File: src/design/acdc_pkg.sv
// ==========================================================================
// Shared constants for the audio clock divider configuration block
// ==========================================================================
package acdc_pkg;

  // ========================================================================
  // Bus geometry
  // ========================================================================
  localparam int unsigned ADDR_W = 8;             // APB byte address width
  localparam int unsigned DATA_W = 32;            // APB data width
  localparam int unsigned IDX_W  = 6;             // Word index width

  // ========================================================================
  // Register indices (byte address is four times the index)
  // ========================================================================
  localparam logic [5:0] IDX_PLL_FRAC_HIGH  = 6'h07;
  localparam logic [5:0] IDX_PLL_FRAC_LOW   = 6'h08;
  localparam logic [5:0] IDX_RESERVED_NINE  = 6'h09;
  localparam logic [5:0] IDX_RESERVED_TEN   = 6'h0a;
  localparam logic [5:0] IDX_DAC_FIRST_DIV  = 6'h0b;
  localparam logic [5:0] IDX_DAC_SECOND_DIV = 6'h0c;
  localparam logic [5:0] IDX_DAC_OSR_HIGH   = 6'h0d;
  localparam logic [5:0] IDX_DAC_OSR_LOW    = 6'h0e;
  localparam logic [5:0] IDX_STATUS         = 6'h0f;

  // ========================================================================
  // Reset values
  // ========================================================================
  localparam logic [7:0] RST_PLL_FRAC_HIGH  = 8'h00;
  localparam logic [7:0] RST_PLL_FRAC_LOW   = 8'h00;
  localparam logic [7:0] RST_DAC_DIV        = 8'h01;
  localparam logic [7:0] RST_DAC_OSR_HIGH   = 8'h00;
  localparam logic [7:0] RST_DAC_OSR_LOW    = 8'h80;

  // ========================================================================
  // Field layout
  // ========================================================================
  localparam int unsigned PLL_HIGH_W     = 6;     // Multiplier upper bits
  localparam int unsigned OSR_HIGH_W     = 2;     // Oversampling upper bits
  localparam int unsigned DIV_POWER_BIT  = 7;     // Divider power control
  localparam int unsigned STAT_PLL_PEND  = 0;     // Multiplier high pending
  localparam int unsigned STAT_OSR_PEND  = 1;     // Oversampling high pending
  localparam int unsigned STAT_PLL_RANGE = 2;     // Multiplier above limit

  // ========================================================================
  // Value limits and code-zero meanings
  // ========================================================================
  localparam logic [13:0] PLL_FRAC_MAX   = 14'h270f;  // 9999
  localparam logic [7:0]  DIV_ZERO_RATIO = 8'h80;     // Code 0 means 128
  localparam logic [10:0] OSR_ZERO_RATIO = 11'h400;   // Code 0 means 1024

endpackage : acdc_pkg

File: src/design/acdc_clock_config.sv
// Chosen here: register access over APB.
`timescale 1ns/1ps

// What this block does
// - Multiplier: 14 bits, six high, eight low
// - Multiplier high byte waits for low write
// - First divider bit 7 powers it up
// - First divider ratio 7 bits, zero means 128
// - Second divider bit 7 powers it up
// - Second divider ratio 7 bits, zero means 128
// - Oversampling 10 bits, zero means 1024
// - Oversampling high waits for low write
// - Reserved bits and registers read zero
module acdc_clock_config (
  input  wire logic        core_clk_in,                 // 50 MHz control clock
  input  wire logic        resetn_in,                   // Async reset, low
  input  wire logic        psel_in,                     // APB select
  input  wire logic        penable_in,                  // APB access phase
  input  wire logic        pwrite_in,                   // APB direction
  input  wire logic [7:0]  paddr_in,                    // APB byte address
  input  wire logic [31:0] pwdata_in,                   // APB write data
  output logic      [31:0] prdata_out,                  // APB read data
  output logic             pready_out,                  // APB ready
  output logic             pslverr_out,                 // APB error
  output logic      [13:0] pll_frac_value_out,          // Multiplier value
  output logic             pll_frac_range_err_out,      // Multiplier > limit
  output logic             dac_first_divider_power_out, // First divider on
  output logic      [7:0]  dac_first_divider_ratio_out, // 1..128
  output logic             dac_second_divider_power_out,// Second divider on
  output logic      [7:0]  dac_second_divider_ratio_out,// 1..128
  output logic      [10:0] dac_oversample_ratio_out     // 1..1024
);

  // ========================================================================
  // Decode helpers
  // ========================================================================

  // Seven-bit divider code to its ratio; code zero is the top ratio
  function automatic logic [7:0] div_ratio(input logic [6:0] code);
    logic [7:0] r;
    r = (code == 7'h00) ? acdc_pkg::DIV_ZERO_RATIO : {1'b0, code};
    return r;
  endfunction

  // Ten-bit oversampling code to its ratio; code zero is the top ratio
  function automatic logic [10:0] osr_ratio(input logic [9:0] code);
    logic [10:0] r;
    r = (code == 10'h000) ? acdc_pkg::OSR_ZERO_RATIO : {1'b0, code};
    return r;
  endfunction

  // ========================================================================
  // APB decode
  // ========================================================================
  logic [5:0] word_idx;       // Word index of the request
  logic       addr_aligned;   // Low address bits clear
  logic       idx_mapped;     // Index inside the register window
  logic       addr_ok;        // Usable address
  logic       setup_phase;    // First cycle of a transfer
  logic       access_done;    // Transfer completes at this edge
  logic       wr_fire;        // Completed write
  logic       wr_ok;          // Completed write to a mapped word

  // Index is the byte address over four
  assign word_idx     = paddr_in[7:2];
  assign addr_aligned = (paddr_in[1:0] == 2'b00);
  assign idx_mapped   = (word_idx >= acdc_pkg::IDX_PLL_FRAC_HIGH) &&
                        (word_idx <= acdc_pkg::IDX_STATUS);
  assign addr_ok      = addr_aligned && idx_mapped;

  // Ready is registered, so every access is setup plus one access cycle
  assign setup_phase  = psel_in && !penable_in;
  assign access_done  = psel_in && penable_in && pready_out;
  assign wr_fire      = access_done && pwrite_in;
  assign wr_ok        = wr_fire && addr_ok;

  // ========================================================================
  // Write strobes per register
  // ========================================================================
  logic wr_pll_high;   // Multiplier high byte
  logic wr_pll_low;    // Multiplier low byte
  logic wr_div1;       // First divider
  logic wr_div2;       // Second divider
  logic wr_osr_high;   // Oversampling high bits
  logic wr_osr_low;    // Oversampling low byte
  logic wr_not_pll;    // Write that breaks the multiplier pair
  logic wr_not_osr;    // Write that breaks the oversampling pair

  assign wr_pll_high = wr_ok && (word_idx == acdc_pkg::IDX_PLL_FRAC_HIGH);
  assign wr_pll_low  = wr_ok && (word_idx == acdc_pkg::IDX_PLL_FRAC_LOW);
  assign wr_div1     = wr_ok && (word_idx == acdc_pkg::IDX_DAC_FIRST_DIV);
  assign wr_div2     = wr_ok && (word_idx == acdc_pkg::IDX_DAC_SECOND_DIV);
  assign wr_osr_high = wr_ok && (word_idx == acdc_pkg::IDX_DAC_OSR_HIGH);
  assign wr_osr_low  = wr_ok && (word_idx == acdc_pkg::IDX_DAC_OSR_LOW);

  // Every completed write counts as a command, even to reserved or
  // unmapped words, so a stray access cannot sneak a stale high part in
  assign wr_not_pll  = wr_fire && !wr_pll_high && !wr_pll_low;
  assign wr_not_osr  = wr_fire && !wr_osr_high && !wr_osr_low;

  // ========================================================================
  // Paired registers
  // ========================================================================
  logic [13:0] pll_frac_value;   // Committed multiplier
  logic        pll_pending;      // Multiplier high staged
  logic [9:0]  osr_value;        // Committed oversampling code
  logic        osr_pending;      // Oversampling high staged

  // Multiplier: high part held until the very next write is the low one
  acdc_pair_commit #(
    .HIGH_W    (acdc_pkg::PLL_HIGH_W),
    .LOW_RESET (acdc_pkg::RST_PLL_FRAC_LOW)
  ) u_pll_frac (
    .core_clk_in (core_clk_in),
    .resetn_in   (resetn_in),
    .wr_high_in  (wr_pll_high),
    .wr_low_in   (wr_pll_low),
    .wr_other_in (wr_not_pll),
    .wdata_in    (pwdata_in[7:0]),
    .value_out   (pll_frac_value),
    .pending_out (pll_pending)
  );

  // Oversampling: same deferred commit on a two-bit high part
  acdc_pair_commit #(
    .HIGH_W    (acdc_pkg::OSR_HIGH_W),
    .LOW_RESET (acdc_pkg::RST_DAC_OSR_LOW)
  ) u_dac_osr (
    .core_clk_in (core_clk_in),
    .resetn_in   (resetn_in),
    .wr_high_in  (wr_osr_high),
    .wr_low_in   (wr_osr_low),
    .wr_other_in (wr_not_osr),
    .wdata_in    (pwdata_in[7:0]),
    .value_out   (osr_value),
    .pending_out (osr_pending)
  );

  // ========================================================================
  // Divider registers
  // ========================================================================
  logic [7:0] dac_first_divider_reg;    // Power bit and ratio code
  logic [7:0] dac_first_divider_next;
  logic [7:0] dac_second_divider_reg;   // Power bit and ratio code
  logic [7:0] dac_second_divider_next;

  // Dividers take effect at once; no pairing on single bytes
  assign dac_first_divider_next  = wr_div1 ? pwdata_in[7:0]
                                           : dac_first_divider_reg;
  assign dac_second_divider_next = wr_div2 ? pwdata_in[7:0]
                                           : dac_second_divider_reg;

  // Divider storage
  always_ff @(posedge core_clk_in or negedge resetn_in) begin
    if (!resetn_in) begin
      dac_first_divider_reg  <= acdc_pkg::RST_DAC_DIV;
      dac_second_divider_reg <= acdc_pkg::RST_DAC_DIV;
    end else begin
      dac_first_divider_reg  <= dac_first_divider_next;
      dac_second_divider_reg <= dac_second_divider_next;
    end
  end

  // ========================================================================
  // Clock tree outputs
  // ========================================================================
  logic        pll_range_err;      // Forbidden multiplier encoding
  logic [7:0]  div1_ratio;         // Decoded first ratio
  logic [7:0]  div2_ratio;         // Decoded second ratio
  logic [10:0] osr_ratio_dec;      // Decoded oversampling ratio

  // Hardware passes the value on; a forbidden code is only flagged
  assign pll_range_err = (pll_frac_value > acdc_pkg::PLL_FRAC_MAX);
  assign div1_ratio    = div_ratio(dac_first_divider_reg[6:0]);
  assign div2_ratio    = div_ratio(dac_second_divider_reg[6:0]);
  assign osr_ratio_dec = osr_ratio(osr_value);

  // Outputs are re-registered, so they trail the register by one edge
  always_ff @(posedge core_clk_in or negedge resetn_in) begin
    if (!resetn_in) begin
      pll_frac_value_out           <= '0;
      pll_frac_range_err_out       <= 1'b0;
      dac_first_divider_power_out  <= 1'b0;
      dac_first_divider_ratio_out  <= 8'h01;
      dac_second_divider_power_out <= 1'b0;
      dac_second_divider_ratio_out <= 8'h01;
      dac_oversample_ratio_out     <= 11'h080;
    end else begin
      pll_frac_value_out           <= pll_frac_value;
      pll_frac_range_err_out       <= pll_range_err;
      dac_first_divider_power_out  <=
        dac_first_divider_reg[acdc_pkg::DIV_POWER_BIT];
      dac_first_divider_ratio_out  <= div1_ratio;
      dac_second_divider_power_out <=
        dac_second_divider_reg[acdc_pkg::DIV_POWER_BIT];
      dac_second_divider_ratio_out <= div2_ratio;
      dac_oversample_ratio_out     <= osr_ratio_dec;
    end
  end

  // ========================================================================
  // Read mux
  // ========================================================================
  logic [7:0]  status_byte;   // Pending flags and range flag
  logic [7:0]  rd_byte;       // Selected register byte
  logic [31:0] rd_word;       // Zero-extended read data

  // Live state for software; reads never disturb a staged pair
  assign status_byte = {5'b0_0000, pll_range_err, osr_pending, pll_pending};

  // Reads show committed values; upper unused bits stay zero
  always_comb begin
    rd_byte = 8'h00;
    unique case (word_idx)
      acdc_pkg::IDX_PLL_FRAC_HIGH:
        rd_byte = {2'b00, pll_frac_value[13:8]};
      acdc_pkg::IDX_PLL_FRAC_LOW:
        rd_byte = pll_frac_value[7:0];
      acdc_pkg::IDX_DAC_FIRST_DIV:
        rd_byte = dac_first_divider_reg;
      acdc_pkg::IDX_DAC_SECOND_DIV:
        rd_byte = dac_second_divider_reg;
      acdc_pkg::IDX_DAC_OSR_HIGH:
        rd_byte = {6'b00_0000, osr_value[9:8]};
      acdc_pkg::IDX_DAC_OSR_LOW:
        rd_byte = osr_value[7:0];
      acdc_pkg::IDX_STATUS:
        rd_byte = status_byte;
      default:
        rd_byte = 8'h00;   // Reserved words nine and ten
    endcase
  end

  // Bits above the byte read as zero
  assign rd_word = addr_ok ? {24'h00_0000, rd_byte} : 32'h0000_0000;

  // ========================================================================
  // APB answer
  // ========================================================================
  logic        pready_next;    // Ready in the access cycle
  logic        pslverr_next;   // Error for unmapped or misaligned
  logic [31:0] prdata_next;    // Captured read data

  // Answer is prepared in the setup cycle and shown in the access cycle
  assign pready_next  = setup_phase;
  assign pslverr_next = setup_phase && !addr_ok;
  assign prdata_next  = (setup_phase && !pwrite_in) ? rd_word
                                                    : 32'h0000_0000;

  // Answer registers
  always_ff @(posedge core_clk_in or negedge resetn_in) begin
    if (!resetn_in) begin
      pready_out  <= 1'b0;
      pslverr_out <= 1'b0;
      prdata_out  <= 32'h0000_0000;
    end else begin
      pready_out  <= pready_next;
      pslverr_out <= pslverr_next;
      prdata_out  <= prdata_next;
    end
  end

  // Writes to reserved words are accepted and dropped; they still count
  // as a command and so break a pending pair

endmodule // acdc_clock_config

File: src/design/acdc_pair_commit.sv
`timescale 1ns/1ps

// ==========================================================================
// High/low byte pair with deferred commit of the high part
// ==========================================================================
module acdc_pair_commit #(
  parameter int unsigned HIGH_W    = 6,
  parameter logic [7:0]  LOW_RESET = 8'h00
) (
  input  wire logic                core_clk_in,
  input  wire logic                resetn_in,
  input  wire logic                wr_high_in,   // Completed write, high reg
  input  wire logic                wr_low_in,    // Completed write, low reg
  input  wire logic                wr_other_in,  // Completed write elsewhere
  input  wire logic [7:0]          wdata_in,     // Written byte
  output logic      [HIGH_W+7:0]   value_out,    // Effective value
  output logic                     pending_out   // High part waiting
);

  // ========================================================================
  // Storage
  // ========================================================================
  logic [HIGH_W-1:0] pend_high_reg;   // Staged high part
  logic [HIGH_W-1:0] pend_high_next;
  logic              pend_valid_reg;  // Staged part still usable
  logic              pend_valid_next;
  logic [HIGH_W+7:0] value_reg;       // Committed value
  logic [HIGH_W+7:0] value_next;
  logic [HIGH_W-1:0] commit_high;     // High part used by a low write

  // Low write takes staged high only if it directly followed
  assign commit_high = pend_valid_reg ? pend_high_reg
                                      : value_reg[HIGH_W+7:8];

  // High write is only staged, never applied at once
  assign pend_high_next  = wr_high_in ? wdata_in[HIGH_W-1:0]
                                      : pend_high_reg;

  // Any write other than the high one ends the pairing window
  assign pend_valid_next = wr_high_in ? 1'b1
                         : (wr_low_in | wr_other_in) ? 1'b0
                         : pend_valid_reg;

  // Whole value moves together at the low write
  assign value_next = wr_low_in ? {commit_high, wdata_in} : value_reg;

  // State update
  always_ff @(posedge core_clk_in or negedge resetn_in) begin
    if (!resetn_in) begin
      pend_high_reg  <= '0;
      pend_valid_reg <= 1'b0;
      value_reg      <= {{HIGH_W{1'b0}}, LOW_RESET};
    end else begin
      pend_high_reg  <= pend_high_next;
      pend_valid_reg <= pend_valid_next;
      value_reg      <= value_next;
    end
  end

  assign value_out   = value_reg;
  assign pending_out = pend_valid_reg;

endmodule // acdc_pair_commit

File: config.mk
export PLATFORM = sky130hd
export DESIGN_NAME = acdc_clock_config
export DESIGN_NICKNAME = d
export VERILOG_FILES = /design/src/design/acdc_pkg.sv /design/src/design/acdc_clock_config.sv /design/src/design/acdc_pair_commit.sv
export SDC_FILE = /design/constraint.sdc
export NUM_CORES = 1
export LEC_CHECK = 0
export BUFFER_PORTS_ARGS = -buffer_cell sky130_fd_sc_hd__buf_2
export CAP_MARGIN = 15
export CORE_UTILIZATION = 55
export DETAILED_ROUTE_END_ITERATION = 12
export HOLD_SLACK_MARGIN = 0.06
export MAX_ROUTING_LAYER = met4
export PLACE_DENSITY = 0.85
export SLEW_MARGIN = 20
export SYNTH_ARGS = -nofsm -noshare
export SYNTH_HDL_FRONTEND = slang
export SYNTH_SLANG_ARGS = --single-unit
File: constraint.sdc
create_clock -name core_clk_in -period 4.9 [get_ports core_clk_in]
set_clock_uncertainty 0.2 [all_clocks]
set_input_delay 1.47 -clock core_clk_in [delete_from_list [all_inputs] [get_ports core_clk_in]]
set_output_delay 1.47 -clock core_clk_in [all_outputs]
set_load 0.01 [all_outputs]
==> metrics.txt <==
# TYPE chip_impl_metric gauge
chip_impl_info{name="run_status",value="completed"} 1
chip_impl_metric{name="die-width",unit="um"} 87.5
chip_impl_metric{name="share_of_the_synthesized_area_in_the_top_cell_type",unit=""} 0.610
chip_impl_info{name="route.top_layer_used",value="met4"} 1
chip_impl_metric{name="final.period_utilization",unit=""} 0.669
chip_impl_metric{name="clock_power_share",unit=""} 0.400
chip_impl_metric{name="number_of_routed_nets_with_antenna_violations",unit=""} 0
chip_impl_metric{name="worst_hold_slack",unit="ps"} 192
chip_impl_metric{name="clock_period_minus_final_worst_setup_slack",unit="ps"} 3280
chip_impl_metric{name="clock-sinks",unit=""} 104
chip_impl_metric{name="synth_enable_flop_cells",unit=""} 0
chip_impl_metric{name="drt_first_iter_violations",unit=""} 184
chip_impl_metric{name="power.combinational.fraction",unit=""} 0.036
chip_impl_metric{name="synth_register_bits",unit=""} 104
chip_impl_metric{name="hold_path_depth",unit=""} 0
chip_impl_metric{name="finalHoldViolCount",unit=""} 0
chip_impl_info{name="hold_path_end",value="dac_oversample_ratio_out[7]"} 1
chip_impl_metric{name="cts_hold_buffers",unit=""} 0
chip_impl_metric{name="timing.critical_path.required",unit="ps"} 4990
chip_impl_metric{name="fmax",unit="GHz"} 0.305
chip_impl_metric{name="cellPowerDensity",unit="nW/um2"} 334
chip_impl_metric{name="synthesis.yosys.warnings",unit=""} 0
chip_impl_metric{name="post_drt_via_cell_ratio",unit=""} 5.43
chip_impl_metric{name="ff2ff_path_depth",unit=""} 4
chip_impl_metric{name="post_cts_resize_count",unit=""} 0
chip_impl_metric{name="setup.reg_to_reg.worst_slack",unit="ps"} 2720
chip_impl_metric{name="maxCapViolations",unit=""} 0
chip_impl_metric{name="multiInputGateArea",unit="um2"} 1200
chip_impl_info{name="path_cells",value="buf_2 > or2_0 > nor4_1 > o2111ai_1 > a41oi_1"} 1
chip_impl_metric{name="gp_congestion",unit=""} 0.856
chip_impl_info{name="min-delay-start",value="u_dac_osr.value_out[7]"} 1
chip_impl_metric{name="net-switching-power",unit="uW"} 353
chip_impl_metric{name="grt.overflow.total",unit=""} 0
chip_impl_metric{name="grt_max_degree",unit=""} 100
chip_impl_metric{name="cts_made_buffers",unit=""} 9
chip_impl_info{name="clock_tree.root_cell",value="sky130_fd_sc_hd__clkbuf_8"} 1
chip_impl_info{name="cp_slowest_cell",value="sky130_fd_sc_hd__o2111ai_1"} 1
chip_impl_metric{name="met2_length",unit="um"} 3910
chip_impl_metric{name="synthArstFlopShare",unit=""} 1.00
chip_impl_metric{name="syn_to_final_growth",unit="%"} 13.5
chip_impl_metric{name="post_route_cells_drive_above_1_share",unit=""} 0.453
chip_impl_metric{name="critPathMaxFanout",unit=""} 8
chip_impl_metric{name="synth-seq-area-share",unit=""} 0.649
chip_impl_metric{name="detailed_routed_wire_length_on_met3",unit="um"} 530
chip_impl_metric{name="max_slew_margin",unit=""} 0.368
chip_impl_metric{name="antennaDiodeCount",unit=""} 0
chip_impl_metric{name="numnets_final",unit=""} 389
chip_impl_metric{name="worstSkewPairLatency",unit="ps"} 380
chip_impl_info{name="critical_path_class",value="primary input to flop"} 1
chip_impl_metric{name="mappedNetlistArea",unit="um2"} 4020
chip_impl_info{name="r2r-end",value="dac_first_divider_reg[7]"} 1
chip_impl_metric{name="hpwlAfterDp",unit="um"} 5390
chip_impl_metric{name="finalMaxSlewViolations",unit=""} 0
chip_impl_metric{name="first_global_vias",unit=""} 2423
chip_impl_info{name="post-synth-top-area-cell",value="sky130_fd_sc_hd__dfrtp_1"} 1
chip_impl_info{name="r2r_start",value="pready_out"} 1
chip_impl_metric{name="final_number_of_setup_violating_endpoints",unit=""} 0
chip_impl_metric{name="die-height",unit="um"} 87.5
chip_impl_metric{name="cts.reportedPaths.clkPinSlew",unit="ps"} 110
chip_impl_metric{name="cp_num_buf_inv",unit=""} 1
chip_impl_info{name="endpoint_kind",value="flop"} 1
chip_impl_metric{name="antenna_found_initial",unit=""} 0
chip_impl_metric{name="via_count",unit=""} 2417
chip_impl_metric{name="swShare",unit=""} 0.231
chip_impl_metric{name="cts.path.max_buffers",unit=""} 2
chip_impl_metric{name="syn_area_per_cell",unit="um2"} 14.0
chip_impl_metric{name="leakage",unit="uW"} 0.00242
chip_impl_metric{name="power.sequential.fraction",unit=""} 0.564
chip_impl_metric{name="core.rowCount",unit=""} 30
chip_impl_metric{name="wl",unit="um"} 7880
chip_impl_metric{name="synth_cell_type_count",unit=""} 38
chip_impl_metric{name="core_area",unit="um2"} 6940
chip_impl_metric{name="portBuffers",unit=""} 74
chip_impl_metric{name="internal_power",unit="uW"} 1170
chip_impl_info{name="worst_setup_path_start_kind",value="primary input"} 1
chip_impl_metric{name="finalSetupTns",unit="ps"} 0
chip_impl_metric{name="vdd_ir_drop_max",unit="uV"} 179
chip_impl_metric{name="nFillCells",unit=""} 518
chip_impl_metric{name="first_pass_grt_wire_length",unit="um"} 12500
chip_impl_metric{name="wl_met1",unit="um"} 3330
chip_impl_metric{name="sequential_cell_area",unit="um2"} 2610
chip_impl_metric{name="final_routed_wire_length_divided_by_cell_count",unit="um"} 17.7
chip_impl_metric{name="arrival",unit="ps"} 3370
chip_impl_metric{name="initial_utilization",unit=""} 0.579
chip_impl_metric{name="tightest_slew",unit="ps"} 946
chip_impl_metric{name="track_usage",unit=""} 0.233
chip_impl_info{name="worstHoldPathType",value="flop to flop"} 1
chip_impl_metric{name="max_stage_delay",unit="ps"} 570
chip_impl_metric{name="dieArea",unit="um2"} 7660
chip_impl_metric{name="post_cts_buffers",unit=""} 0
chip_impl_metric{name="drtPass1Iterations",unit=""} 5
chip_impl_metric{name="design.portCount",unit=""} 123
chip_impl_metric{name="synth_cells",unit=""} 288
chip_impl_metric{name="final_core_utilization",unit=""} 0.657
chip_impl_metric{name="detail_route.drc_violations",unit=""} 0
chip_impl_info{name="area_contributors_post_synth",value="sky130_fd_sc_hd__dfrtp_1 (61%), sky130_fd_sc_hd__mux2_2 (13%), sky130_fd_sc_hd__buf_4 (4.5%)"} 1
chip_impl_info{name="yosys_most_used_dff",value="sky130_fd_sc_hd__dfrtp_1"} 1
chip_impl_info{name="tritoncts",value="yes"} 1
chip_impl_metric{name="htree_num_levels",unit=""} 3
chip_impl_info{name="grt_setup_unrepaired",value="false"} 1
chip_impl_info{name="worst_path_dominant_cell_family",value="compound AO/OA/AOI/OAI gates"} 1
-- synth_stat cells, types with 2 or more instances --
| cell | number |
|---|---|
| sky130_fd_sc_hd__mux2_2 | 47 |
| sky130_fd_sc_hd__a22oi_1 | 15 |
| sky130_fd_sc_hd__dfstp_2 | 6 |
| sky130_fd_sc_hd__buf_2 | 2 |
| sky130_fd_sc_hd__a41oi_1 | 2 |
| sky130_fd_sc_hd__a21oi_1 | 4 |
| sky130_fd_sc_hd__nand4_1 | 4 |
| sky130_fd_sc_hd__or4_1 | 4 |
| sky130_fd_sc_hd__buf_4 | 24 |
| sky130_fd_sc_hd__o21ai_0 | 2 |
| sky130_fd_sc_hd__clkbuf_1 | 27 |
| sky130_fd_sc_hd__nor2b_1 | 2 |
| sky130_fd_sc_hd__a31oi_1 | 5 |
| sky130_fd_sc_hd__nor4_1 | 5 |
| sky130_fd_sc_hd__nand2_1 | 10 |
| sky130_fd_sc_hd__nor2_1 | 6 |
| sky130_fd_sc_hd__nand2_2 | 5 |
| sky130_fd_sc_hd__dfrtp_1 | 98 |
-- cell type report --
class	count	share of cell area
multi-input combinational	154	0.264
clock inverter	7	0.0241
clock buffer	9	0.0272
sequential	104	0.572
timing repair buffer	75	0.0861
tap	96	0.0263
-- logic make-up after synthesis --
| kind of cell | Yosys count | synth area share |
|---|---|---|
| flip-flops | 104 | 0.649 |
| buffers and inverters | 53 | 0.0725 |
| AND/OR/NAND/NOR | 51 | 0.0856 |
| multiplexers | 49 | 0.140 |
| AO/OA/AOI/OAI | 30 | 0.0517 |
| other | 1 | 0.000933 |
-- through the flow --
step	worst slack (ps)	power, uW	cell area (um2)	std cells
floorplan	1700	911	4110	311
global placement	1290	930	4330	429
detailed placement	1220	932	4330	429
CTS	1640	1530	4560	445
global route	1490	1570	4560	445
finish	1620	1530	4560	445
-- power groups by stage --
| stage | Combinational [uW] | Clock (uW) | Sequential (uW) |
|---|---|---|---|
| finish | 54.9 | 611 | 860 |
| global route | 62.1 | 649 | 860 |
| CTS | 55.3 | 615 | 860 |
| detailed placement | 55.1 | 0 | 877 |
| global placement | 53.8 | 0 | 877 |
| floorplan | 33.8 | 0 | 877 |
-- worst max path at each step --
stage,from,end,slack (ps),cells after the start
global route,paddr_in[6],prdata_out[3],1490,5
finish,paddr_in[6],prdata_out[1],1620,5
detailed placement,paddr_in[6],prdata_out[2],1220,5
CTS,paddr_in[6],prdata_out[2],1640,5
floorplan,paddr_in[6],dac_first_divider_reg[7],1700,5
global placement,paddr_in[6],prdata_out[2],1290,5
-- layer usage --
| layer | GRT usage | vias up |
|---|---|---|
| met2 | 0.366 | 124 |
| met5 | - | - |
| li1 | - | 1063 |
| met4 | 0.0656 | 0 |
| met3 | 0.0673 | 15 |
| met1 | 0.297 | 1215 |
-- layout by cell type (no fill, tap or decap), drive strengths merged --
cell type / instances
dfrtp: 98
buf: 75
mux2: 48
conb: 24
a22oi: 15
nand2: 15
clkbuf: 9
nor2: 7
dfstp: 6
a31oi: 5
nor4: 5
a21oi: 4
nand4: 4
or4: 4
inv: 4
nor2b: 2
o21ai: 2
a41oi: 2
bufinv: 2
or4b: 2
nor4b: 2
nand3: 2
nor3: 1
and4bb: 1
and3b: 1
and2: 1
o21a: 1
or2: 1
o2111ai: 1
nor3b: 1
and3: 1
nand2b: 1
mux4: 1
clkinvlp: 1
Note: power is estimated with default switching activity, not from simulation.
